--- src/verilog/bldc_pkg.sv ---
// shared constants, register map and decode functions for the commutation decoder
`default_nettype none
package bldc_pkg;

	// ==========================================================
	// register map (word addresses on the plain register port)
	localparam int              ADDR_W        = 4;
	localparam int              DATA_W        = 32;
	localparam logic [ADDR_W-1:0] REG_CTRL      = 4'h0;
	localparam logic [ADDR_W-1:0] REG_LINES     = 4'h1;
	localparam logic [ADDR_W-1:0] REG_POLES     = 4'h2;
	localparam logic [ADDR_W-1:0] REG_HALL_CFG  = 4'h3;
	localparam logic [ADDR_W-1:0] REG_HALL_STEP = 4'h4;
	localparam logic [ADDR_W-1:0] REG_STATUS    = 4'h5;
	localparam logic [ADDR_W-1:0] REG_POSITION  = 4'h6;
	localparam logic [ADDR_W-1:0] REG_SPEED     = 4'h7;
	localparam logic [ADDR_W-1:0] REG_ELEC      = 4'h8;

	// ==========================================================
	// field layout
	localparam int CTRL_ENC_EN   = 0;
	localparam int CTRL_DIFF     = 1;
	localparam int CTRL_INDEX    = 2;
	localparam int CTRL_REVERSE  = 3;
	localparam int STAT_HI_LSB   = 3;
	localparam int STAT_LO_LSB   = 6;
	localparam int STAT_SRC_BIT  = 9;
	localparam int LINES_W       = 16;
	localparam int QUAD_SHIFT    = 2;
	localparam int CPR_W         = LINES_W + QUAD_SHIFT;
	localparam int PP_W          = 8;
	localparam int SPEED_W       = 16;
	localparam int CFG_W         = 4;
	localparam int STEP_W        = 3;

	// ==========================================================
	// reset values and table constants
	localparam logic [LINES_W-1:0] LINES_RESET      = 16'h0800;
	localparam logic [PP_W-1:0]    POLE_PAIRS_RESET = 8'h01;
	localparam logic [CFG_W-1:0]   CFG_RESET        = 4'h0;
	localparam logic [CFG_W-1:0]   CFG_ALT_BASE     = 4'h6;
	localparam logic [CFG_W-1:0]   CFG_LAST         = 4'hb;
	localparam logic [CFG_W-1:0]   ROWS             = 4'h6;
	localparam logic [2:0]         ROW_INVALID      = 3'h7;
	localparam logic [2:0]         ROW_LAST         = 3'h5;

	// pair = {high phase, low phase}; phase a=0, b=1, c=2
	localparam logic [5:0][3:0] STD_PAIRS = {4'h4, 4'h8, 4'h9, 4'h1, 4'h2, 4'h6};
	localparam logic [5:0][3:0] ALT_PAIRS = {4'h9, 4'h8, 4'h4, 4'h6, 4'h2, 4'h1};

	// ==========================================================
	// timing
	localparam int CLK_HZ          = 25_000_000;
	localparam int SPEED_WINDOW_US = 1000;
	localparam int SPEED_WINDOW_CYCLES = (CLK_HZ / 1_000_000) * SPEED_WINDOW_US;

	// sensor pattern to table row; 000 and 111 are no row
	function automatic logic [2:0] hall_row(input logic [2:0] h);
		case (h)
			3'h1: hall_row = 3'h0;
			3'h3: hall_row = 3'h1;
			3'h2: hall_row = 3'h2;
			3'h6: hall_row = 3'h3;
			3'h4: hall_row = 3'h4;
			3'h5: hall_row = 3'h5;
			default: hall_row = ROW_INVALID;
		endcase
	endfunction

	// step the alignment setting, wrapping inside its own family
	function automatic logic [CFG_W-1:0] cfg_advance(input logic [CFG_W-1:0] cfg,
		input logic [STEP_W-1:0] step);
		logic [CFG_W-1:0] base;
		logic [CFG_W-1:0] off;
		base = (cfg >= CFG_ALT_BASE) ? CFG_ALT_BASE : CFG_RESET;
		off  = cfg - base + {1'b0, step};
		if (off >= ROWS)
			off = off - ROWS;
		if (off >= ROWS)
			off = off - ROWS;
		cfg_advance = (cfg > CFG_LAST) ? cfg : base + off;
	endfunction

endpackage
`default_nettype wire

--- src/verilog/commutation_rom.sv ---
// registered commutation table lookup: sensor row and alignment to phase drive
`timescale 1ns/100ps
`default_nettype none
module commutation_rom
	import bldc_pkg::*;
(
	// clock and reset
	input  wire logic             ref_clk_in,
	input  wire logic             rst_n_in,
	// lookup
	input  wire logic [CFG_W-1:0] cfg_in,
	input  wire logic [2:0]       hall_in,
	// phase drive, bit 0 is phase a
	output logic      [2:0]       phase_hi_out,
	output logic      [2:0]       phase_lo_out
);

	typedef struct packed {
		logic [2:0] hi;
		logic [2:0] lo;
	} rom_state_t;

	rom_state_t       st_reg;
	rom_state_t       st_next;
	logic [2:0]       row;
	logic [CFG_W-1:0] idx;
	logic [3:0]       pair;
	logic             alt;

	// ==========================================================
	// lookup
	always_comb begin
		st_next = '0;
		row     = hall_row(hall_in);
		alt     = (cfg_in >= CFG_ALT_BASE);
		// each setting step moves one row, so three steps land on the swapped pair
		idx     = {1'b0, row} + (alt ? cfg_in - CFG_ALT_BASE : cfg_in);
		if (idx >= ROWS)
			idx = idx - ROWS;
		pair    = alt ? ALT_PAIRS[idx[2:0]] : STD_PAIRS[idx[2:0]];
		if (row != ROW_INVALID && cfg_in <= CFG_LAST) begin
			st_next.hi = 3'h1 << pair[3:2];
			st_next.lo = 3'h1 << pair[1:0];
		end
	end

	always_ff @(posedge ref_clk_in or negedge rst_n_in) begin
		if (!rst_n_in)
			st_reg <= '0;
		else
			st_reg <= st_next;
	end

	assign phase_hi_out = st_reg.hi;
	assign phase_lo_out = st_reg.lo;

endmodule
`default_nettype wire

--- src/verilog/bldc_commutation_decoder.sv ---
// commutation decoder with hall and quadrature encoder feedback selection
`timescale 1ns/100ps
`default_nettype none
module bldc_commutation_decoder
	import bldc_pkg::*;
#(
	parameter int WINDOW_CYCLES = SPEED_WINDOW_CYCLES
)
(
	// clock and reset
	input  wire logic                      ref_clk_in,
	input  wire logic                      rst_n_in,
	// register port
	input  wire logic [ADDR_W-1:0]         addr_in,
	input  wire logic [DATA_W-1:0]         wdata_in,
	input  wire logic                      wr_in,
	input  wire logic                      rd_in,
	output logic      [DATA_W-1:0]         rdata_out,
	// rotor sensors, bit 2 is sensor 1
	input  wire logic [2:0]                hall_in,
	// encoder, single-ended and differential receiver outputs
	input  wire logic                      enc_a_se_in,
	input  wire logic                      enc_b_se_in,
	input  wire logic                      enc_idx_se_in,
	input  wire logic                      enc_a_diff_in,
	input  wire logic                      enc_b_diff_in,
	input  wire logic                      enc_idx_diff_in,
	output logic                           diff_rx_en_out,
	// feedback to the loops
	output logic                           feedback_enc_out,
	output logic signed [SPEED_W-1:0]      speed_out,
	output logic      [CPR_W-1:0]          position_out,
	output logic      [CPR_W-1:0]          elec_angle_out,
	// phase drive, bit 0 is phase a
	output logic      [2:0]                phase_hi_out,
	output logic      [2:0]                phase_lo_out
);

	localparam int WIN_W = $clog2(WINDOW_CYCLES);
	localparam logic [WIN_W-1:0] WIN_LAST = WIN_W'(WINDOW_CYCLES - 1);
	localparam logic signed [SPEED_W-1:0] SPD_UP   = 16'sh0001;
	localparam logic signed [SPEED_W-1:0] SPD_DOWN = -16'sh0001;
	localparam int ENC_A   = 0;
	localparam int ENC_B   = 1;
	localparam int ENC_IDX = 2;

	typedef struct packed {
		logic [2:0]                hall_s1;
		logic [2:0]                hall_s2;
		logic [2:0]                enc_s1;
		logic [2:0]                enc_s2;
		logic [2:0]                enc_prev;
		logic                      enc_en;
		logic                      diff;
		logic                      use_index;
		logic                      reverse;
		logic [LINES_W-1:0]        lines;
		logic [PP_W-1:0]           pole_pairs;
		logic [CFG_W-1:0]          cfg;
		logic [CPR_W-1:0]          position;
		logic [CPR_W-1:0]          elec;
		logic [2:0]                row_prev;
		logic signed [SPEED_W-1:0] enc_acc;
		logic signed [SPEED_W-1:0] hall_acc;
		logic signed [SPEED_W-1:0] speed;
		logic [WIN_W-1:0]          win_cnt;
		logic                      rotating;
		logic [DATA_W-1:0]         rdata;
	} state_t;

	state_t                    st_reg;
	state_t                    st_next;
	logic [CPR_W-1:0]          cpr;
	logic [CPR_W:0]            e_sum;
	logic [CPR_W-1:0]          pp_ext;
	logic                      moved;
	logic                      up;
	logic                      idx_edge;
	logic                      win_tick;
	logic [2:0]                row;
	logic [2:0]                row_fwd;
	logic                      hall_step;
	logic signed [SPEED_W-1:0] enc_d;
	logic signed [SPEED_W-1:0] hall_d;

	// ==========================================================
	// table lookup
	commutation_rom u_rom (
		.ref_clk_in   (ref_clk_in),
		.rst_n_in     (rst_n_in),
		.cfg_in       (st_reg.cfg),
		.hall_in      (st_reg.hall_s2),
		.phase_hi_out (phase_hi_out),
		.phase_lo_out (phase_lo_out)
	);

	// ==========================================================
	// next state
	always_comb begin
		st_next = st_reg;
		// synchronisers; the first stage feeds only the second
		st_next.hall_s1 = hall_in;
		st_next.hall_s2 = st_reg.hall_s1;
		// receiver choice is static, so muxing ahead of the synchroniser is safe
		st_next.enc_s1  = st_reg.diff ? {enc_idx_diff_in, enc_b_diff_in, enc_a_diff_in}
			: {enc_idx_se_in, enc_b_se_in, enc_a_se_in};
		st_next.enc_s2   = st_reg.enc_s1;
		st_next.enc_prev = st_reg.enc_s2;

		// quadrature decode; a double step is an illegal jump and is dropped
		cpr      = {st_reg.lines, 2'b00};
		pp_ext   = CPR_W'(st_reg.pole_pairs);
		moved    = (st_reg.enc_s2[ENC_A] ^ st_reg.enc_prev[ENC_A])
			^ (st_reg.enc_s2[ENC_B] ^ st_reg.enc_prev[ENC_B]);
		up       = (st_reg.enc_s2[ENC_A] ^ st_reg.enc_prev[ENC_B]) ^ st_reg.reverse;
		idx_edge = st_reg.enc_s2[ENC_IDX] & ~st_reg.enc_prev[ENC_IDX];
		enc_d    = '0;
		e_sum    = '0;
		if (moved) begin
			enc_d = up ? SPD_UP : SPD_DOWN;
			if (up) begin
				st_next.position = (st_reg.position >= cpr - 1'b1) ? '0
					: st_reg.position + 1'b1;
				e_sum = {1'b0, st_reg.elec} + {1'b0, pp_ext};
				st_next.elec = (e_sum >= {1'b0, cpr}) ? CPR_W'(e_sum - {1'b0, cpr})
					: CPR_W'(e_sum);
			end else begin
				st_next.position = (st_reg.position == '0) ? cpr - 1'b1
					: st_reg.position - 1'b1;
				st_next.elec = (st_reg.elec >= pp_ext) ? st_reg.elec - pp_ext
					: st_reg.elec + cpr - pp_ext;
			end
		end
		// index only realigns the angle; a corrupted count stays corrupted
		if (idx_edge && st_reg.use_index && st_reg.enc_en && st_reg.rotating)
			st_next.elec = '0;

		// hall direction from row order
		row       = hall_row(st_reg.hall_s2);
		row_fwd   = (st_reg.row_prev == ROW_LAST) ? 3'h0 : st_reg.row_prev + 3'h1;
		hall_step = (row != ROW_INVALID) && (st_reg.row_prev != ROW_INVALID)
			&& (row != st_reg.row_prev);
		hall_d    = '0;
		if (hall_step)
			hall_d = (row == row_fwd) ? SPD_UP : SPD_DOWN;
		if (row != ROW_INVALID)
			st_next.row_prev = row;

		// speed window
		win_tick = (st_reg.win_cnt == WIN_LAST);
		if (win_tick) begin
			st_next.win_cnt  = '0;
			st_next.speed    = st_reg.enc_en ? st_reg.enc_acc : st_reg.hall_acc;
			st_next.rotating = (st_reg.enc_acc != '0);
			st_next.enc_acc  = enc_d;
			st_next.hall_acc = hall_d;
		end else begin
			st_next.win_cnt  = st_reg.win_cnt + 1'b1;
			st_next.enc_acc  = st_reg.enc_acc + enc_d;
			st_next.hall_acc = st_reg.hall_acc + hall_d;
		end

		// register writes
		if (wr_in) begin
			unique case (addr_in)
				REG_CTRL: begin
					st_next.enc_en    = wdata_in[CTRL_ENC_EN];
					st_next.diff      = wdata_in[CTRL_DIFF];
					st_next.use_index = wdata_in[CTRL_INDEX];
					st_next.reverse   = wdata_in[CTRL_REVERSE];
				end
				REG_LINES:     st_next.lines      = wdata_in[LINES_W-1:0];
				REG_POLES:     st_next.pole_pairs = wdata_in[PP_W-1:0];
				REG_HALL_CFG:  st_next.cfg        = wdata_in[CFG_W-1:0];
				REG_HALL_STEP: st_next.cfg        = cfg_advance(st_reg.cfg,
					wdata_in[STEP_W-1:0]);
				default: ;
			endcase
		end

		// register reads: data only in the cycle after the strobe
		st_next.rdata = '0;
		if (rd_in) begin
			unique case (addr_in)
				REG_CTRL: begin
					st_next.rdata[CTRL_ENC_EN]  = st_reg.enc_en;
					st_next.rdata[CTRL_DIFF]    = st_reg.diff;
					st_next.rdata[CTRL_INDEX]   = st_reg.use_index;
					st_next.rdata[CTRL_REVERSE] = st_reg.reverse;
				end
				REG_LINES:    st_next.rdata = DATA_W'(st_reg.lines);
				REG_POLES:    st_next.rdata = DATA_W'(st_reg.pole_pairs);
				REG_HALL_CFG: st_next.rdata = DATA_W'(st_reg.cfg);
				REG_STATUS: begin
					st_next.rdata[2:0] = st_reg.hall_s2;
					st_next.rdata[STAT_HI_LSB +: 3] = phase_hi_out;
					st_next.rdata[STAT_LO_LSB +: 3] = phase_lo_out;
					st_next.rdata[STAT_SRC_BIT]     = st_reg.enc_en;
				end
				REG_POSITION: st_next.rdata = DATA_W'(st_reg.position);
				REG_SPEED:    st_next.rdata = DATA_W'(st_reg.speed);
				REG_ELEC:     st_next.rdata = DATA_W'(st_reg.elec);
				default: ;
			endcase
		end
	end

	// ==========================================================
	// state register
	always_ff @(posedge ref_clk_in or negedge rst_n_in) begin
		if (!rst_n_in) begin
			st_reg            <= '0;
			st_reg.lines      <= LINES_RESET;
			st_reg.pole_pairs <= POLE_PAIRS_RESET;
			st_reg.cfg        <= CFG_RESET;
			st_reg.row_prev   <= ROW_INVALID;
		end else begin
			st_reg <= st_next;
		end
	end

	assign rdata_out        = st_reg.rdata;
	assign diff_rx_en_out   = st_reg.diff;
	assign feedback_enc_out = st_reg.enc_en;
	assign speed_out        = st_reg.speed;
	assign position_out     = st_reg.position;
	assign elec_angle_out   = st_reg.elec;
endmodule
`default_nettype wire

--- config.mk ---
export PLATFORM = sky130hd
export DESIGN_NAME = bldc_commutation_decoder
export DESIGN_NICKNAME = d
export VERILOG_FILES = /design/src/verilog/bldc_pkg.sv /design/src/verilog/commutation_rom.sv /design/src/verilog/bldc_commutation_decoder.sv
export SDC_FILE = /design/constraint.sdc
export NUM_CORES = 1
export LEC_CHECK = 0
export BUFFER_PORTS_ARGS = -buffer_cell sky130_fd_sc_hd__buf_2
export CAP_MARGIN = 40
export CORE_MARGIN = 2
export CORE_UTILIZATION = 40
export DETAILED_ROUTE_END_ITERATION = 10
export PLACE_DENSITY = 0.7
export SETUP_SLACK_MARGIN = 0.4
export SYNTH_ARGS = -nofsm -noshare
export SYNTH_HDL_FRONTEND = slang
export SYNTH_SLANG_ARGS = --single-unit
--- constraint.sdc ---
create_clock -name ref_clk_in -period 8.1 [get_ports ref_clk_in]
set_input_delay 1.62 -clock ref_clk_in [delete_from_list [all_inputs] [get_ports ref_clk_in]]
set_output_delay 1.62 -clock ref_clk_in [all_outputs]
set_load 0.05 [all_outputs]
==> metrics.yaml, run 1 <==
status: "completed"
drt_iter0_drc: 1356
cts-root-buf: "clkbuf_16"
grt_max_degree: 94
relSlewSlack: 0.404
r2r-end: "elec_angle_out[15]$_DFFE_PN0P_"
syn_nets: 1958
worstMarginPinSlew_ps: 892
critPathCaptureType: "flip-flop"
clock-sinks: 175
postCtsHoldBufs: 0
synth_xor_area_frac: 0.0666
ys_types: 80
rsz0062_at_grt: "no"
avgSynthCellArea_um2: 8.46
synth_most_common_cell: "dfrtp_1"
place.detailed.hpwl_mm: 35.3
htreeDepth: 4
die_w_um: 198
port_buffers: 124
largest_reg_flops: 63
synth_top_family_by_area: "compound AO/OA/AOI/OAI gates"
synth.area.mux_share: 0.0566
die_h_um: 198
worstSetupPathType: "flip-flop to flip-flop"
cts_setup_buffers: 0
reg2reg_slack_ps: 2980
rr_worst_depth: 16
synthSimpleGateAreaFrac: 0.166
leakagePower_nw: 7.43
gr-total-overflow: 0
synth_fa_ha_area_frac: 0.121
synthCells: 1773
viasPerCell: 5.92
antenna_left: 0
gp_congestion: 0.925
wirelength_mm: 46.2
core_um2: 36800
cts_buffers: 17
setup_violations: 0
clock.fmax_mhz: 195
cts_tree: "done"
synth_common_cells: "dfrtp_1, nand2_1, nor2_1"
yosysTopAreaCell: "dfrtp_1"
cap_violations: 0
fin_tns_setup_ps: 0
ys.flop_type: "dfrtp_1"
wl_per_cell_um: 20.4
fillers: 3647
final_cell_area_um2: 16000
post-route-period-util: 0.632
finalCriticalPeriod_ps: 5120
worstSetupEndpoint: "elec_angle_out[15]$_DFFE_PN0P_"
critPathLaunchType: "flip-flop"
ys_seq_area_frac: 0.292
critPathArrivalTime_ps: 5470
synth.top_cells.by_area: "dfrtp_1, ha_1, xnor2_1"
synth_seq_cells: 175
dr.pass1.iters: 5
drive_gt1_frac: 0.131
async_flop_share: 1.00
antenna_found_initial: 2
ir_drop_uv: 242
grt_usage: 0.239
hold_viol: 0
start_util: 0.408
min_path_type: "flip-flop to flip-flop"
r2r-start: "elec_angle_out[1]$_DFFE_PN0P_"
clockBufferDepth: 2
place_area_um2: 15500
grt_pass1_vias: 13097
fin_nets: 1963
synth_edf_count: 0
ctsResizeCount: 0
fin_skew_ps: 15.6
required_ps: 8460
die-area_um2: 39000
startpoint: "elec_angle_out[1]$_DFFE_PN0P_"
placementRows: 70
area_delta_synth_final_pct: 6.94
boundaryPins: 141
drc: 0
power_density_nw_per_um2: 488
synth_area_um2: 15000
vias: 13396
clk_pin_slew_worst_paths_ps: 80
grt_pass1_wl_mm: 72.0
clkLatencyLatePin_ps: 460
critPathMaxFanout: 13
synth_compound_area_frac: 0.205
synth_warnings: 0
synth_top_area_frac: 0.284
final_max_slew_viol_count: 0
==> cell usage in the layout (no fill, tap or decap), drive strengths merged, types with 6 or more instances in the layout <==
cell type,Yosys,routed
dfrtp,170,170
buf,93,141
inv,127,133
nand2,128,128
nor2,127,127
o21ai,125,125
ha,122,122
a21oi,106,106
xnor2,77,77
nand3,61,61
mux2i,42,42
nor3,42,42
xor2,37,37
mux2,36,36
a21o,35,35
a22oi,34,34
a211oi,30,30
and3,26,26
nor2b,21,21
nand4,21,21
a31oi,19,19
clkbuf,62,19
o211ai,18,18
o31ai,17,17
o21a,15,15
nand2b,15,15
nor4,15,15
fa,14,14
or3,12,12
or2,10,10
a32oi,9,9
and2,9,9
nor3b,7,7
a211o,7,7
a21boi,7,7
a221oi,6,6
or4,6,6
==> critical path, stage by stage (launching register included) <==
cell and delay [ps]:
dfrtp_1 530, ha_1 420, nand2b_1 180, a221oi_1 460, o211ai_1 160, nor2b_1 180
o31ai_1 270, xnor2_1 200, ha_1 340, nand2_1 110, o21ai_1 90, or3_1 370
o211ai_1 340, a21o_1 490, nand2_1 330, o211a_1 310, a211o_1 260
==> layout make-up <==
class / instances / area (um2) / area share
Multi-Input combinational cell: 1316 / 9230 / 0.576
Sequential cell: 175 / 4390 / 0.274
Timing Repair Buffer: 141 / 796 / 0.0496
Tap cell: 468 / 586 / 0.0365
Inverter: 127 / 477 / 0.0297
Clock buffer: 19 / 443 / 0.0276
Clock inverter: 13 / 106 / 0.00663
Antenna cell: 3 / 7.51 / 0.000468
==> power breakdown <==
group	internal, mW	switching, mW	leakage (nW)
combinational	2.16	3.27	4.98
clock	0.408	0.394	0.267
sequential	1.12	0.471	2.19
==> per-layer routing <==
| layer | global-route usage | routed length (um) |
|---|---|---|
| met2 | 0.398 | 22100 |
| met3 | 0.0365 | 2840 |
| met4 | 0.0891 | 1220 |
| met1 | 0.312 | 20000 |
| met5 | 0 | 0 |
==> how the worst min path moves through the flow <==
stage	slack, ps	cells after the start	start	endpoint
after floorplan	330	0	st_next[170]$_DFF_PN0_	st_next[167]$_DFF_PN0_
after global placement	330	0	st_next[177]$_DFF_PN0_	st_reg[177]$_DFF_PN0_
after detailed placement	340	0	st_next[170]$_DFF_PN0_	st_next[167]$_DFF_PN0_
after CTS	360	0	st_next[177]$_DFF_PN0_	st_reg[177]$_DFF_PN0_
after global routing	370	0	st_next[176]$_DFF_PN0_	st_reg[176]$_DFF_PN0_
final	350	0	st_next[177]$_DFF_PN0_	st_reg[177]$_DFF_PN0_
==> cells by family after synthesis <==
logic type | Yosys count
simple gates | 510
xor+xnor | 114
flops | 175
compound gates | 477
fa+ha+maj | 136
mux | 79
buf+inv | 282
==> metrics by stage <==
step	setup slack, ps	power, mW	util	hold slack, ps	cells
floorplan	3360	5.73	-	331	1773
global placement	2970	6.76	0.419	332	2222
detailed placement	2850	6.93	0.421	340	2227
CTS	3010	7.77	0.436	356	2259
global route	2590	8.51	0.436	369	2260
finish	2980	7.83	0.436	351	2262
Power figures use the tool's default switching activity.
==> inputs of run 2 (changes only) <==
==> constraint.sdc (replaced) <==
create_clock -name ref_clk_in -period 4.9 [get_ports ref_clk_in]
set_input_delay 0.98 -clock ref_clk_in [delete_from_list [all_inputs] [get_ports ref_clk_in]]
set_output_delay 0.98 -clock ref_clk_in [all_outputs]
set_load 0.05 [all_outputs]
==> run 2 against run 1 <==
Compared with the run above: register-to-register slack lost 2400 ps; maximum frequency rose by 18%; non-clock buffer count increased by 34; critical path type unchanged; critical endpoint is now elec_angle_out[17]$_DFFE_PN0P_; largest power group unchanged.
==> metrics.yaml, run 2 (synthesized netlist as in run 1, its figures left out) <==
rsz0062_at_grt: "no"
clock-sinks: 175  # unchanged
holdPathStages: 0  # unchanged
cpPeakStageDelay_ps: 430  # -100 ps
area_delta_synth_final_pct: 9.20
gr-total-overflow: 0  # unchanged
boundaryPins: 141  # unchanged
grt_max_degree: 75  # -20%
clk_pin_slew_worst_paths_ps: 80  # about the same
port_buffers: 124  # unchanged
placementRows: 70  # unchanged
clockBufferDepth: 2  # unchanged
start_util: 0.408  # unchanged
clkPwrFrac: 0.102  # about the same
layout_commonest_cell: "dfrtp_1"
wl_per_cell_um: 20.3  # -0.73%
antenna_left: 0  # unchanged
fin_tns_setup_ps: 0  # unchanged
grt_usage: 0.239  # +0.000293
gp_congestion: 0.936  # +1.2%
rr_worst_depth: 19  # +3
wirelength_mm: 46.5  # +0.71%
die_w_um: 198  # unchanged
critPathMaxFanout: 5  # -8
vias: 13650  # +1.9%
ir_drop_uv: 371  # +53%
cap_violations: 0  # unchanged
p_comb_frac: 0.707  # +0.013
worstMarginPinSlew_ps: 916  # +24.5 ps
finalCriticalPeriod_ps: 4340  # -778 ps
final_max_slew_viol_count: 0  # unchanged
status: "completed"
drive_gt1_frac: 0.156  # +0.0244
worstSetupPathType: "flip-flop to flip-flop"
critPathArrivalTime_ps: 4690  # -780 ps
largest_reg_flops: 63  # unchanged
antenna_found_initial: 2  # unchanged
critPathCaptureType: "flip-flop"
crit_buf_inv: 3  # +3
min_path_type: "flip-flop to flip-flop"
pwr-share-seq: 0.191  # -0.013
viasPerCell: 5.95  # +0.43%
slowest_stage: "dfrtp_1"
final_cell_mix: "dfrtp_1, nand2_1, nor2_1, inv_1, buf_2"
fin_nets: 1997  # +1.7%
core_um2: 36800  # unchanged
drc: 0  # unchanged
holdWs_ps: 352  # +1.01 ps
netSwitchingFraction: 0.524  # -0.00445
relSlewSlack: 0.385  # -0.0190
post-route-period-util: 0.885  # +0.254
place.detailed.hpwl_mm: 35.9  # +1.7%
fin_skew_ps: 11.4  # -4.28 ps
switching_power_mw: 6.92  # +67%
power_density_nw_per_um2: 807  # +65%
cts_buffers: 17  # unchanged
grt_pass1_vias: 13278  # +1.4%
critPathLaunchType: "flip-flop"
crit_family: "compound AO/OA/AOI/OAI gates"
path_depth: 19  # +3
fillers: 3579  # -1.9%
cp_cell_sequence: "inv_1 > ha_4 > nand2b_1 > a221oi_4 > o211ai_1 > nor2b_1 > o31ai_1 > xnor2_1 > ha_1 > nand2_1 > o21ai_1 > or3_1 > o211ai_1 > buf_4 > a21oi_2 > buf_4 > a311oi_2 > a21boi_0 > a211oi_1"
clkLatencyLatePin_ps: 450  # about the same
drt_iter0_drc: 1287  # -5.1%
p_int_mw: 6.29  # +70%
die-area_um2: 39000  # unchanged
die_h_um: 198  # unchanged
grt_pass1_wl_mm: 72.8  # +1.1%
clock.fmax_mhz: 231  # +18%
dr.pass1.iters: 6  # +1
setup_violations: 0  # unchanged
hold_viol: 0  # unchanged
cts_tree: "done"
cts-root-buf: "clkbuf_16"
htreeDepth: 4  # unchanged
leakagePower_nw: 7.62  # +2.5%
required_ps: 5250  # -3210 ps
run 2: timing repair:
action | in CTS | in global routing
endpoints found under the setup margin | 11 | 23
resized for setup | 5 | 12
buffers inserted | 3 | 5
gates cloned | 0 | 0
hold buffers | 0 | 0
pin swaps | 0 | 5
run 2: power by group through the flow:
stage          logic (mW)  clock network, mW  registers [mW]
3_3_place_gp         8.82                  0            2.51
3_5_place_dp         9.07                  0            2.53
2_1_floorplan        7.22                  0            2.25
6_report             9.34               1.34            2.53
5_1_grt              10.4               1.42            2.57
4_1_cts              9.14               1.36            2.50
run 2: final timing paths:
path                                             start                        endpoint  slack (ps)
min in group asynchronous                     rst_n_in            st_reg[78]$_DFF_PN0_         390
worst max register to register   pp_ext[1]$_DFFE_PN0P_  elec_angle_out[17]$_DFFE_PN0P_         560
worst min-delay path            st_next[170]$_DFF_PN0_          st_next[167]$_DFF_PN0_         350
worst min register to register  st_next[170]$_DFF_PN0_          st_next[167]$_DFF_PN0_         350
worst max-delay path             pp_ext[1]$_DFFE_PN0P_  elec_angle_out[17]$_DFFE_PN0P_         560
max in group asynchronous                     rst_n_in           pp_ext[0]$_DFFE_PN1P_        3400
run 2: worst reg2reg max path: cells and delay by family, from the launching register on:
family | cells | cell delay (ps)
AND/OR/NAND/NOR | 4 | 830
AO/OA/AOI/OAI | 9 | 1730
adder cells (fa/ha/maj) | 2 | 590
XOR/XNOR | 1 | 140
buffers and inverters | 3 | 520
flip-flops | 1 | 430
run 2: metrics by stage:
stage          setup WS, ps  std cells  utilization  total power, mW  area (um2)
6_report                563       2295        0.445             13.2       16400
3_3_place_gp            284       2252        0.425             11.3       15600
3_5_place_dp            201       2253        0.425             11.6       15700
2_1_floorplan           798       1773            -             9.47       15000
5_1_grt                 398       2293        0.445             14.4       16400
4_1_cts                 436       2288        0.442             13.0       16300
run 2: routing by layer:
layer | GRT usage | share of wire
met1 | 0.303 | 0.42
met4 | 0.0933 | 0.034
met2 | 0.405 | 0.48
met3 | 0.0413 | 0.070
met5 | 0 | 0
run 2: cell type report:
| cell class | instances | area, um2 | share of cell area |
|---|---|---|---|
| well taps | 468 | 586 | 0.0358 |
| clock buffers | 17 | 425 | 0.0260 |
| multi-input cells | 1316 | 9320 | 0.569 |
| clock inverters | 15 | 140 | 0.00856 |
| flip-flops and latches | 175 | 4390 | 0.268 |
| repair buffers | 175 | 1030 | 0.0629 |
| diodes | 2 | 5.00 | 0.000306 |
| inverters | 127 | 480 | 0.0293 |
